### config.mk
export PLATFORM = sky130hd
export DESIGN_NAME = hpc_port_ctrl
export DESIGN_NICKNAME = d
export VERILOG_FILES = /design/src/core/hpc_pkg.sv /design/src/core/hpc_pin_sync.sv /design/src/core/hpc_port_ctrl.sv
export SDC_FILE = /design/constraint.sdc
export NUM_CORES = 2
export LEC_CHECK = 0
export BUFFER_PORTS_ARGS = -buffer_cell sky130_fd_sc_hd__buf_2
export CORE_AREA = 8 8 365 367
export CTS_CLUSTER_DIAMETER = 50
export DETAILED_ROUTE_END_ITERATION = 8
export DIE_AREA = 0 0 373 375
export SETUP_SLACK_MARGIN = 0.05
export SLEW_MARGIN = 25
export SYNTH_ARGS = -nofsm -noshare
export SYNTH_HDL_FRONTEND = slang
export SYNTH_SLANG_ARGS = --single-unit
### constraint.sdc
create_clock -name i_sys_clk -period 7.1 [get_ports i_sys_clk]
set_input_delay 1.42 -clock i_sys_clk [delete_from_list [all_inputs] [get_ports i_sys_clk]]
set_output_delay 1.42 -clock i_sys_clk [all_outputs]
set_load 0.05 [all_outputs]
### src/core/hpc_pkg.sv
// shared constants and types for the hub port control block
package hpc_pkg;

   // ------------------------------------------------------------
   // geometry
   // ------------------------------------------------------------
   localparam int unsigned NCH = 8;
   localparam int unsigned DELAY_W = 16;
   localparam int unsigned SYNC_W = 19;

   // ------------------------------------------------------------
   // timing
   // ------------------------------------------------------------
   localparam int unsigned MS_CYCLES = 100_000; // one ms of a 10 ns clock

   // ------------------------------------------------------------
   // bulk port map field positions
   // ------------------------------------------------------------
   localparam int unsigned MAP_HS_POS = 0;
   localparam int unsigned MAP_PWR_POS = 1;
   localparam int unsigned MAP_SS_POS = 16;

   // ------------------------------------------------------------
   // codes
   // ------------------------------------------------------------
   localparam logic [7:0] UP_SEL_FIRST = 8'h00;
   localparam logic [7:0] UP_SEL_SECOND = 8'h01;
   localparam logic [7:0] UP_SEL_AUTO = 8'h02;
   localparam logic [7:0] UP_SEL_OFF = 8'hFF;
   localparam logic STANDARD_PORT_MODE = 1'b0;
   localparam logic CHARGING_PORT_MODE = 1'b1;
   localparam logic [1:0] ADV_STANDARD = 2'h0;
   localparam logic [1:0] ADV_CHARGING = 2'h1;
   localparam logic [1:0] ADV_DEDICATED = 2'h2;
   localparam logic [1:0] SPEED_NONE = 2'h0;
   localparam logic [1:0] SPEED_HI = 2'h1;
   localparam logic [1:0] SPEED_SUPER = 2'h2;

   // ------------------------------------------------------------
   // reset values
   // ------------------------------------------------------------
   localparam logic [31:0] ILIM_RESET_UA = 32'h003E_7C18;
   localparam logic [DELAY_W-1:0] DELAY_RESET_MS = 16'h0000;
   localparam logic [1:0] BOOST_RESET = 2'h0;
   localparam logic [7:0] UP_SEL_RESET = UP_SEL_AUTO;
   localparam logic MODE_RESET = CHARGING_PORT_MODE;

   // ------------------------------------------------------------
   // command set
   // ------------------------------------------------------------
   typedef enum logic [4:0] {
      CMD_PORT_EN, CMD_PORT_DIS, CMD_DATA_EN, CMD_DATA_DIS,
      CMD_HS_EN, CMD_HS_DIS, CMD_SS_EN, CMD_SS_DIS,
      CMD_PWR_EN, CMD_PWR_DIS, CMD_GET_VOLT, CMD_GET_CURR,
      CMD_GET_LIMIT, CMD_SET_LIMIT, CMD_SET_MODE, CMD_GET_MODE,
      CMD_GET_SPEED, CMD_SET_DELAY, CMD_GET_DELAY,
      CMD_SET_DN_BOOST, CMD_GET_DN_BOOST,
      CMD_SET_UP_BOOST, CMD_GET_UP_BOOST,
      CMD_SET_UP_SEL, CMD_GET_UP_SEL,
      CMD_SET_MAP, CMD_GET_MAP, CMD_SAVE, CMD_REBOOT
   } hpc_cmd_e;

endpackage

### src/core/hpc_pin_sync.sv
// three-flop pin synchroniser, value changes once flops two and three agree
`timescale 1ns/1ns
`default_nettype none
module hpc_pin_sync #(
   parameter int unsigned W = 1
) (
   // clock and reset
   input wire logic i_sys_clk,
   input wire logic i_resetn,
   // pins in, clean levels out
   input wire logic [W-1:0] i_pin,
   output logic [W-1:0] o_level
);

   logic [W-1:0] s1;
   logic [W-1:0] s2;
   logic [W-1:0] s3;
   logic [W-1:0] next_level;

   // per-bit agreement filter; s1 feeds s2 only
   always_comb
   begin
      for (int b = 0; b < int'(W); b++)
      begin
         next_level[b] = (s2[b] == s3[b]) ? s3[b] : o_level[b];
      end
   end

   // synchroniser chain and filtered level
   always_ff @(posedge i_sys_clk)
   begin
      if (!i_resetn)
      begin
         s1 <= '0;
         s2 <= '0;
         s3 <= '0;
         o_level <= '0;
      end
      else
      begin
         s1 <= i_pin;
         s2 <= s1;
         s3 <= s2;
         o_level <= next_level;
      end
   end

endmodule
`default_nettype wire

### src/core/hpc_port_ctrl.sv
// eight-channel hub port control and status core
//
// Overview of operation
// - port command switches high-speed, superspeed, power together
// - data command switches both data paths only
// - high-speed command touches only high-speed path
// - superspeed command touches only superspeed path
// - power command touches only power output
// - read back port voltage and current
// - per-channel current limit, writable and readable
// - speed status: 0 none, 1 hi, 2 super
// - per-channel charging mode 0 standard, 1 charging
// - standard advertises 500mA, charging up to 5A
// - charging mode without host becomes dedicated charger
// - programmable ms delay between ports 0 to 7
// - stagger runs at power-on and new host connection
// - boost codes 0..3 give 0/4/8/12 percent hi-speed
// - boost applies after save and reboot; reset clears
// - separate upstream and downstream boost settings
// - upstream codes 0, 1, 2 auto, 255 off
// - auto picks first upstream when it sees power
// - upstream selection defaults to auto
// - cabled control port takes commands exclusively
// - 32-bit map reads or writes all enables
// - map bit 2n hi-speed, 2n+1 power
// - map bit 16+2n superspeed, odd upper bits reserved
// - hard reset restores factory defaults
`timescale 1ns/1ns
`default_nettype none
module hpc_port_ctrl
   import hpc_pkg::*;
#(
   parameter int unsigned MS_CYCLES_P = hpc_pkg::MS_CYCLES
) (
   // clock and reset
   input wire logic i_sys_clk,
   input wire logic i_resetn,
   // commands from the dedicated control port
   input wire logic i_ctl_cmd_valid,
   input wire hpc_pkg::hpc_cmd_e i_ctl_cmd_op,
   input wire logic [2:0] i_ctl_cmd_chan,
   input wire logic [31:0] i_ctl_cmd_data,
   // commands from the selected upstream port
   input wire logic i_up_cmd_valid,
   input wire hpc_pkg::hpc_cmd_e i_up_cmd_op,
   input wire logic [2:0] i_up_cmd_chan,
   input wire logic [31:0] i_up_cmd_data,
   // command answer
   output logic o_rsp_valid,
   output logic o_rsp_from_ctl,
   output logic [31:0] o_rsp_data,
   // connector and link pins
   input wire logic i_ctl_cable,
   input wire logic i_up0_vbus,
   input wire logic i_up1_vbus,
   input wire logic [hpc_pkg::NCH-1:0] i_link_hs,
   input wire logic [hpc_pkg::NCH-1:0] i_link_ss,
   // measurements from the converter logic
   input wire logic [hpc_pkg::NCH-1:0][31:0] i_meas_uv,
   input wire logic [hpc_pkg::NCH-1:0][31:0] i_meas_ua,
   // per-channel switches and charger advertisement
   output logic [hpc_pkg::NCH-1:0] o_hs_en,
   output logic [hpc_pkg::NCH-1:0] o_ss_en,
   output logic [hpc_pkg::NCH-1:0] o_pwr_en,
   output logic [hpc_pkg::NCH-1:0][1:0] o_adv,
   output logic [hpc_pkg::NCH-1:0][31:0] o_ilim_ua,
   // upstream routing and drive
   output logic o_up0_conn,
   output logic o_up1_conn,
   output logic o_ctl_port_active,
   output logic [1:0] o_boost_up,
   output logic [1:0] o_boost_dn
);

   // ------------------------------------------------------------
   // pin synchronisation
   // ------------------------------------------------------------
   logic [SYNC_W-1:0] pins;
   logic cable, vbus0, vbus1;
   logic [NCH-1:0] lnk_hs, lnk_ss;

   hpc_pin_sync #(.W(SYNC_W)) u_sync (
      .i_sys_clk(i_sys_clk),
      .i_resetn(i_resetn),
      .i_pin({i_link_ss, i_link_hs, i_up1_vbus, i_up0_vbus, i_ctl_cable}),
      .o_level(pins)
   );
   assign cable = pins[0];
   assign vbus0 = pins[1];
   assign vbus1 = pins[2];
   assign lnk_hs = pins[3 +: NCH];
   assign lnk_ss = pins[3 + NCH +: NCH];

   // ------------------------------------------------------------
   // configuration state
   // ------------------------------------------------------------
   logic [NCH-1:0] hs_en, ss_en, pwr_en, mode;
   logic [NCH-1:0][31:0] ilim;
   logic [DELAY_W-1:0] delay_ms;
   logic [1:0] bst_up_p, bst_dn_p, bst_up_s, bst_dn_s;
   logic [7:0] up_sel;
   logic [NCH-1:0] next_hs_en, next_ss_en, next_pwr_en, next_mode;
   logic [NCH-1:0][31:0] next_ilim;
   logic [DELAY_W-1:0] next_delay_ms;
   logic [1:0] next_bst_up_p, next_bst_dn_p, next_bst_up_s, next_bst_dn_s;
   logic [7:0] next_up_sel;
   logic next_rsp_valid, next_rsp_from_ctl;
   logic [31:0] next_rsp_data;
   logic reboot;

   // command source and fields after arbitration
   logic take;
   hpc_cmd_e op;
   logic [2:0] ch;
   logic [31:0] dat;
   logic [31:0] map_rd;
   logic [1:0] speed;
   logic up0_c, up1_c, host;

   // routing of the upstream connection
   always_comb
   begin
      up0_c = 1'b0;
      up1_c = 1'b0;
      unique case (up_sel)
         UP_SEL_FIRST: up0_c = 1'b1;
         UP_SEL_SECOND: up1_c = 1'b1;
         UP_SEL_AUTO: {up0_c, up1_c} = {vbus0, !vbus0};
         default: up0_c = 1'b0;
      endcase
      host = (up0_c && vbus0) || (up1_c && vbus1);
   end

   // a cabled control port owns all control
   always_comb
   begin
      take = cable ? i_ctl_cmd_valid : (i_up_cmd_valid && host);
      op = cable ? i_ctl_cmd_op : i_up_cmd_op;
      ch = cable ? i_ctl_cmd_chan : i_up_cmd_chan;
      dat = cable ? i_ctl_cmd_data : i_up_cmd_data;
   end

   // bulk map view of the same enable flops
   always_comb
   begin
      map_rd = '0;
      for (int n = 0; n < int'(NCH); n++)
      begin
         map_rd[MAP_HS_POS + 2*n] = hs_en[n];
         map_rd[MAP_PWR_POS + 2*n] = pwr_en[n];
         map_rd[MAP_SS_POS + 2*n] = ss_en[n];
      end
      if (lnk_ss[ch])
         speed = SPEED_SUPER;
      else if (lnk_hs[ch])
         speed = SPEED_HI;
      else
         speed = SPEED_NONE;
   end

   // command decode: every accepted command answers one cycle later
   always_comb
   begin
      {next_hs_en, next_ss_en, next_pwr_en, next_mode} =
         {hs_en, ss_en, pwr_en, mode};
      {next_ilim, next_delay_ms, next_up_sel} = {ilim, delay_ms, up_sel};
      {next_bst_up_p, next_bst_dn_p, next_bst_up_s, next_bst_dn_s} =
         {bst_up_p, bst_dn_p, bst_up_s, bst_dn_s};
      next_rsp_valid = take;
      next_rsp_from_ctl = cable;
      next_rsp_data = '0;
      reboot = 1'b0;
      if (take)
      begin
         unique case (op)
            CMD_PORT_EN, CMD_PORT_DIS:
               {next_hs_en[ch], next_ss_en[ch], next_pwr_en[ch]} =
                  {3{op == CMD_PORT_EN}};
            CMD_DATA_EN, CMD_DATA_DIS:
               {next_hs_en[ch], next_ss_en[ch]} =
                  {2{op == CMD_DATA_EN}};
            CMD_HS_EN, CMD_HS_DIS: next_hs_en[ch] = (op == CMD_HS_EN);
            CMD_SS_EN, CMD_SS_DIS: next_ss_en[ch] = (op == CMD_SS_EN);
            CMD_PWR_EN, CMD_PWR_DIS:
               next_pwr_en[ch] = (op == CMD_PWR_EN);
            CMD_GET_VOLT: next_rsp_data = i_meas_uv[ch];
            CMD_GET_CURR: next_rsp_data = i_meas_ua[ch];
            CMD_GET_LIMIT: next_rsp_data = ilim[ch];
            CMD_SET_LIMIT: next_ilim[ch] = dat;
            CMD_SET_MODE: next_mode[ch] = dat[0];
            CMD_GET_MODE: next_rsp_data = {31'h0000_0000, mode[ch]};
            CMD_GET_SPEED: next_rsp_data = {30'h0000_0000, speed};
            CMD_SET_DELAY: next_delay_ms = dat[DELAY_W-1:0];
            CMD_GET_DELAY: next_rsp_data = {16'h0000, delay_ms};
            CMD_SET_DN_BOOST: next_bst_dn_p = dat[1:0];
            CMD_GET_DN_BOOST: next_rsp_data = {30'h0000_0000, bst_dn_p};
            CMD_SET_UP_BOOST: next_bst_up_p = dat[1:0];
            CMD_GET_UP_BOOST: next_rsp_data = {30'h0000_0000, bst_up_p};
            CMD_SET_UP_SEL:
            begin
               // unknown selection codes leave the routing alone
               if (dat[7:0] == UP_SEL_FIRST || dat[7:0] == UP_SEL_SECOND ||
                   dat[7:0] == UP_SEL_AUTO || dat[7:0] == UP_SEL_OFF)
                  next_up_sel = dat[7:0];
            end
            CMD_GET_UP_SEL: next_rsp_data = {24'h00_0000, up_sel};
            CMD_SET_MAP:
            begin
               for (int n = 0; n < int'(NCH); n++)
               begin
                  next_hs_en[n] = dat[MAP_HS_POS + 2*n];
                  next_pwr_en[n] = dat[MAP_PWR_POS + 2*n];
                  next_ss_en[n] = dat[MAP_SS_POS + 2*n];
               end
            end
            CMD_GET_MAP: next_rsp_data = map_rd;
            CMD_SAVE:
               {next_bst_up_s, next_bst_dn_s} = {bst_up_p, bst_dn_p};
            CMD_REBOOT: reboot = 1'b1;
            default: next_rsp_data = '0;
         endcase
      end
   end

   // configuration registers; hard reset restores factory values
   always_ff @(posedge i_sys_clk)
   begin
      if (!i_resetn)
      begin
         {hs_en, ss_en, pwr_en} <= '1;
         mode <= {NCH{MODE_RESET}};
         ilim <= {NCH{ILIM_RESET_UA}};
         delay_ms <= DELAY_RESET_MS;
         {bst_up_p, bst_dn_p} <= {2{BOOST_RESET}};
         {bst_up_s, bst_dn_s} <= {2{BOOST_RESET}};
         up_sel <= UP_SEL_RESET;
         {o_rsp_valid, o_rsp_from_ctl, o_rsp_data} <= '0;
      end
      else
      begin
         {hs_en, ss_en, pwr_en, mode} <=
            {next_hs_en, next_ss_en, next_pwr_en, next_mode};
         {ilim, delay_ms, up_sel} <= {next_ilim, next_delay_ms, next_up_sel};
         {bst_up_p, bst_dn_p, bst_up_s, bst_dn_s} <=
            {next_bst_up_p, next_bst_dn_p, next_bst_up_s, next_bst_dn_s};
         {o_rsp_valid, o_rsp_from_ctl, o_rsp_data} <=
            {next_rsp_valid, next_rsp_from_ctl, next_rsp_data};
      end
   end

   // ------------------------------------------------------------
   // staggered port release
   // ------------------------------------------------------------
   logic [3:0] stg_idx, next_stg_idx;
   logic [31:0] ms_cnt, next_ms_cnt;
   logic [DELAY_W-1:0] elapsed, next_elapsed;
   logic host_q, next_host_q;
   logic [1:0] next_boost_up, next_boost_dn;

   // each later port opens delay_ms after the last; divider restarts per step
   always_comb
   begin
      next_stg_idx = stg_idx;
      next_ms_cnt = ms_cnt;
      next_elapsed = elapsed;
      next_host_q = host;
      {next_boost_up, next_boost_dn} = {o_boost_up, o_boost_dn};
      if (reboot || (host && !host_q))
      begin
         next_stg_idx = 4'h1;
         {next_ms_cnt, next_elapsed} = '0;
         if (reboot)
            {next_boost_up, next_boost_dn} = {bst_up_s, bst_dn_s};
      end
      else if (stg_idx < 4'(NCH))
      begin
         if (elapsed >= delay_ms)
         begin
            next_stg_idx = stg_idx + 4'h1;
            {next_ms_cnt, next_elapsed} = '0;
         end
         else if (ms_cnt == 32'(MS_CYCLES_P - 1))
         begin
            next_ms_cnt = '0;
            next_elapsed = elapsed + 16'h0001;
         end
         else
            next_ms_cnt = ms_cnt + 32'h0000_0001;
      end
   end

   // stagger and active boost registers; power-on starts a sequence
   always_ff @(posedge i_sys_clk)
   begin
      if (!i_resetn)
      begin
         stg_idx <= 4'h1;
         {ms_cnt, elapsed, host_q} <= '0;
         {o_boost_up, o_boost_dn} <= {2{BOOST_RESET}};
      end
      else
      begin
         stg_idx <= next_stg_idx;
         {ms_cnt, elapsed, host_q} <= {next_ms_cnt, next_elapsed, next_host_q};
         {o_boost_up, o_boost_dn} <= {next_boost_up, next_boost_dn};
      end
   end

   // ------------------------------------------------------------
   // per-channel outputs
   // ------------------------------------------------------------
   genvar g;
   generate
      for (g = 0; g < NCH; g++)
      begin : g_ch
         logic rel;
         logic [1:0] next_adv;
         assign rel = (4'(g) < stg_idx);

         // charging without a host falls back to a dedicated charger
         always_comb
         begin
            if (mode[g] == STANDARD_PORT_MODE)
               next_adv = ADV_STANDARD;
            else if (host)
               next_adv = ADV_CHARGING;
            else
               next_adv = ADV_DEDICATED;
         end

         always_ff @(posedge i_sys_clk)
         begin
            if (!i_resetn)
            begin
               {o_hs_en[g], o_ss_en[g], o_pwr_en[g]} <= '0;
               o_adv[g] <= ADV_STANDARD;
               o_ilim_ua[g] <= ILIM_RESET_UA;
            end
            else
            begin
               o_hs_en[g] <= hs_en[g] && rel;
               o_ss_en[g] <= ss_en[g] && rel;
               o_pwr_en[g] <= pwr_en[g] && rel;
               o_adv[g] <= next_adv;
               o_ilim_ua[g] <= ilim[g];
            end
         end
      end
   endgenerate

   // upstream routing outputs
   always_ff @(posedge i_sys_clk)
   begin
      if (!i_resetn)
      begin
         {o_up0_conn, o_up1_conn, o_ctl_port_active} <= '0;
      end
      else
      begin
         o_up0_conn <= up0_c;
         o_up1_conn <= up1_c;
         o_ctl_port_active <= cable;
      end
   end

endmodule
`default_nettype wire

==> flow_summary.json <==
{
  "cts_resized": 0,
  "reg2reg_depth": 9,
  "slew_violations": 0,
  "tightest_slew_ns": 1.30,
  "die_area_sq_um": 140000,
  "fin_util_pct": 33.7,
  "worstPathMaxFanout": 47,
  "crit_path_max_incr_delay_ns": 0.93,
  "clk_latency_ns": 0.74,
  "syn2layout_area_growth_pct": 32.4,
  "rows": 131,
  "holdBufCountCts": 0,
  "hold_viol": 0,
  "place_congestion": 0.975,
  "cts_sinks": 785,
  "tritoncts": "yes",
  "fin_tns_setup_ns": 0,
  "yosys.area.top_type": "dfxtp_1",
  "overflow": 0,
  "post-cts-setup-buffers": 0,
  "nets": 5013,
  "dp.cells": 5935,
  "drt_iter0_markers": 3343,
  "drc": 0,
  "setup_viol": 0,
  "core_sq_um": 127000,
  "ys_top_cells_by_area": "dfxtp_1, o22ai_1, nand2_1",
  "yosys_warnings": 0,
  "port_buffers": 951,
  "wl_per_cell_um": 33.6,
  "yosysSeqAreaShare_pct": 48.6,
  "grt_usage_pct": 27.9,
  "synth_cell_type_count": 86,
  "async_flop_share_pct": 0,
  "cp_data_arrival_time_ns": 5.33,
  "routed_wl_um": 207000,
  "avgSynthCellArea_sq_um": 9.30,
  "crit_slowest_cell": "nor4_1",
  "synth_edf_count": 0,
  "fmax_ghz": 0.212,
  "ys_ff_latch": 785,
  "grt_max_degree": 94,
  "max_cap_violations": 0,
  "cp_common_cell": "buf_4",
  "synthFlopType": "dfxtp_1",
  "cts_buffers": 103,
  "finClkSkew_ns": 0.0745,
  "grt_pass1_wl_um": 276000,
  "slew_headroom_pct": 12.8,
  "ir_drop_uv": 182,
  "syn_nets": 4111,
  "drive_gt1_share_pct": 31.5,
  "critPathLaunchType": "flip-flop",
  "post-synth-top-count-cell": "dfxtp_1",
  "vias_per_cell": 5.37,
  "h-tree-depth": 3,
  "num_io_pins": 952,
  "via_count": 33100,
  "clockBufferDepth": 3,
  "rsz0062_at_grt": "no",
  "die_w_um": 373,
  "layout.cells.non_filler": 6157,
  "syn_area_sq_um": 32300,
  "min_path_cells": 1,
  "criticalPathCategory": "flip-flop to flip-flop",
  "crit_path_cell_trace": "buf_4 -> or4bb_1 -> a22oi_2 -> buf_4 -> inv_1 -> nor4_1 -> a221oi_1 -> buf_2 -> a31oi_1",
  "hp-class": "flip-flop to flip-flop",
  "period_share_pct": 66.4,
  "start_util_pct": 25.4,
  "first_pass_iters": 7,
  "postSynthCellCount": 3476,
  "ant_nets": 0,
  "required_ns": 7.72,
  "synth.cells.most_frequent": "dfxtp_1, nand2_1, o22ai_1",
  "crit_path_end_kind": "flip-flop",
  "p_leak_nw": 18.0,
  "dieHeight_um": 375,
  "grt_pass1_vias": 32100,
  "status": "complete, no violations",
  "synth.top_cell.area_share_pct": 48.6,
  "clkTransAtPathRegs_ns": 0.06,
  "clock_tree.root_cell": "clkbuf_16",
  "grt_antenna_before_repair": 44,
  "power.density_nw_per_um2": 249,
  "period_minus_slack_ns": 4.72,
  "hpwl_um": 163000
}
==> kinds of logic after synthesis <==
kind of cell | count (synthesis) | synth area share, %
flip-flops | 785 | 48.6
AND/OR/NAND/NOR | 1307 | 20.8
multiplexers | 255 | 8.92
XOR/XNOR | 33 | 0.894
AO/OA/AOI/OAI | 778 | 16.0
buffers and inverters | 298 | 3.98
adder cells (fa/ha/maj) | 20 | 0.774
==> per-layer routing <==
metal  track usage (%)  part of all wire (%)
met1              34.1                    40
met2              46.4                    46
met3              6.82                   8.2
met4              12.8                   5.2
met5                 0                 0.086
==> stage by stage <==
stage | hold WS (ns) | power (mW) | cell area (sq um) | worst slack [ns]
finish | 0.430 | 10.7 | 42800 | 2.38
global route | 0.439 | 11.0 | 42700 | 2.28
CTS | 0.430 | 10.7 | 42700 | 2.40
detailed placement | 0.417 | 5.44 | 39200 | 1.93
global placement | 0.413 | 5.44 | 39100 | 1.45
floorplan | 0.412 | 4.92 | 32300 | 3.65
==> cells in the final DEF, fill, tap and decap left out, drive strengths merged, types with 84 or more instances in the layout <==
cell type  count
mux2i         88
dfxtp        785
nand2b       101
and2         250
a21oi         84
buf         1067
nor2         183
mux2         163
o21ai        115
a31oi         88
nand2        419
clkbuf       132
o22ai        257
==> critical path, delay by kind of cell (launching register included) <==
| kind | cells | cell delay [ns] |
|---|---|---|
| buffers and inverters | 4 | 1.78 |
| AND/OR/NAND/NOR | 2 | 1.45 |
| flip-flops | 1 | 0.85 |
| AO/OA/AOI/OAI | 3 | 0.45 |
==> path summary, 6_finish.rpt <==
kind                                        from                  endpoint  slack (ns)
hold reg to reg         u_sync.s1[15]$_SDFF_PN0_  u_sync.s2[15]$_SDFF_PN0_        0.43
hold / removal          u_sync.s1[15]$_SDFF_PN0_  u_sync.s2[15]$_SDFF_PN0_        0.43
setup reg to reg  u_sync.o_level[0]$_SDFFE_PN0N_  o_rsp_data[8]$_SDFF_PN0_        2.38
setup / recovery  u_sync.o_level[0]$_SDFFE_PN0N_  o_rsp_data[8]$_SDFF_PN0_        2.38
==> sequential cells by signal, summed over array words and instances, names as in the netlist, 16 cells and up <==
signal,flops
u_sync.s2,19
u_sync.o_level,19
elapsed,16
u_sync.s3,19
o_rsp_data,32
ms_cnt,32
o_adv,16
u_sync.s1,19
delay_ms,16
o_ilim_ua,256
ilim,256
==> cell type report <==
cell class | count | area (sq um)
Inverter | 28 | 105
Timing Repair Buffer | 1067 | 5710
Fill cell | 13400 | 84300
Multi-Input combinational cell | 2393 | 15600
Tap cell | 1662 | 2080
Clock inverter | 58 | 664
Antenna cell | 32 | 80.1
Sequential cell | 785 | 15700
Clock buffer | 132 | 2830
==> power by group <==
part / total (mW) / internal, mW / switching [mW]
Combinational: 0.903 / 0.286 / 0.617
Sequential: 4.45 / 4.44 / 0.0161
Clock: 5.30 / 3.06 / 2.24
Note: power is estimated with default switching activity, not from simulation.
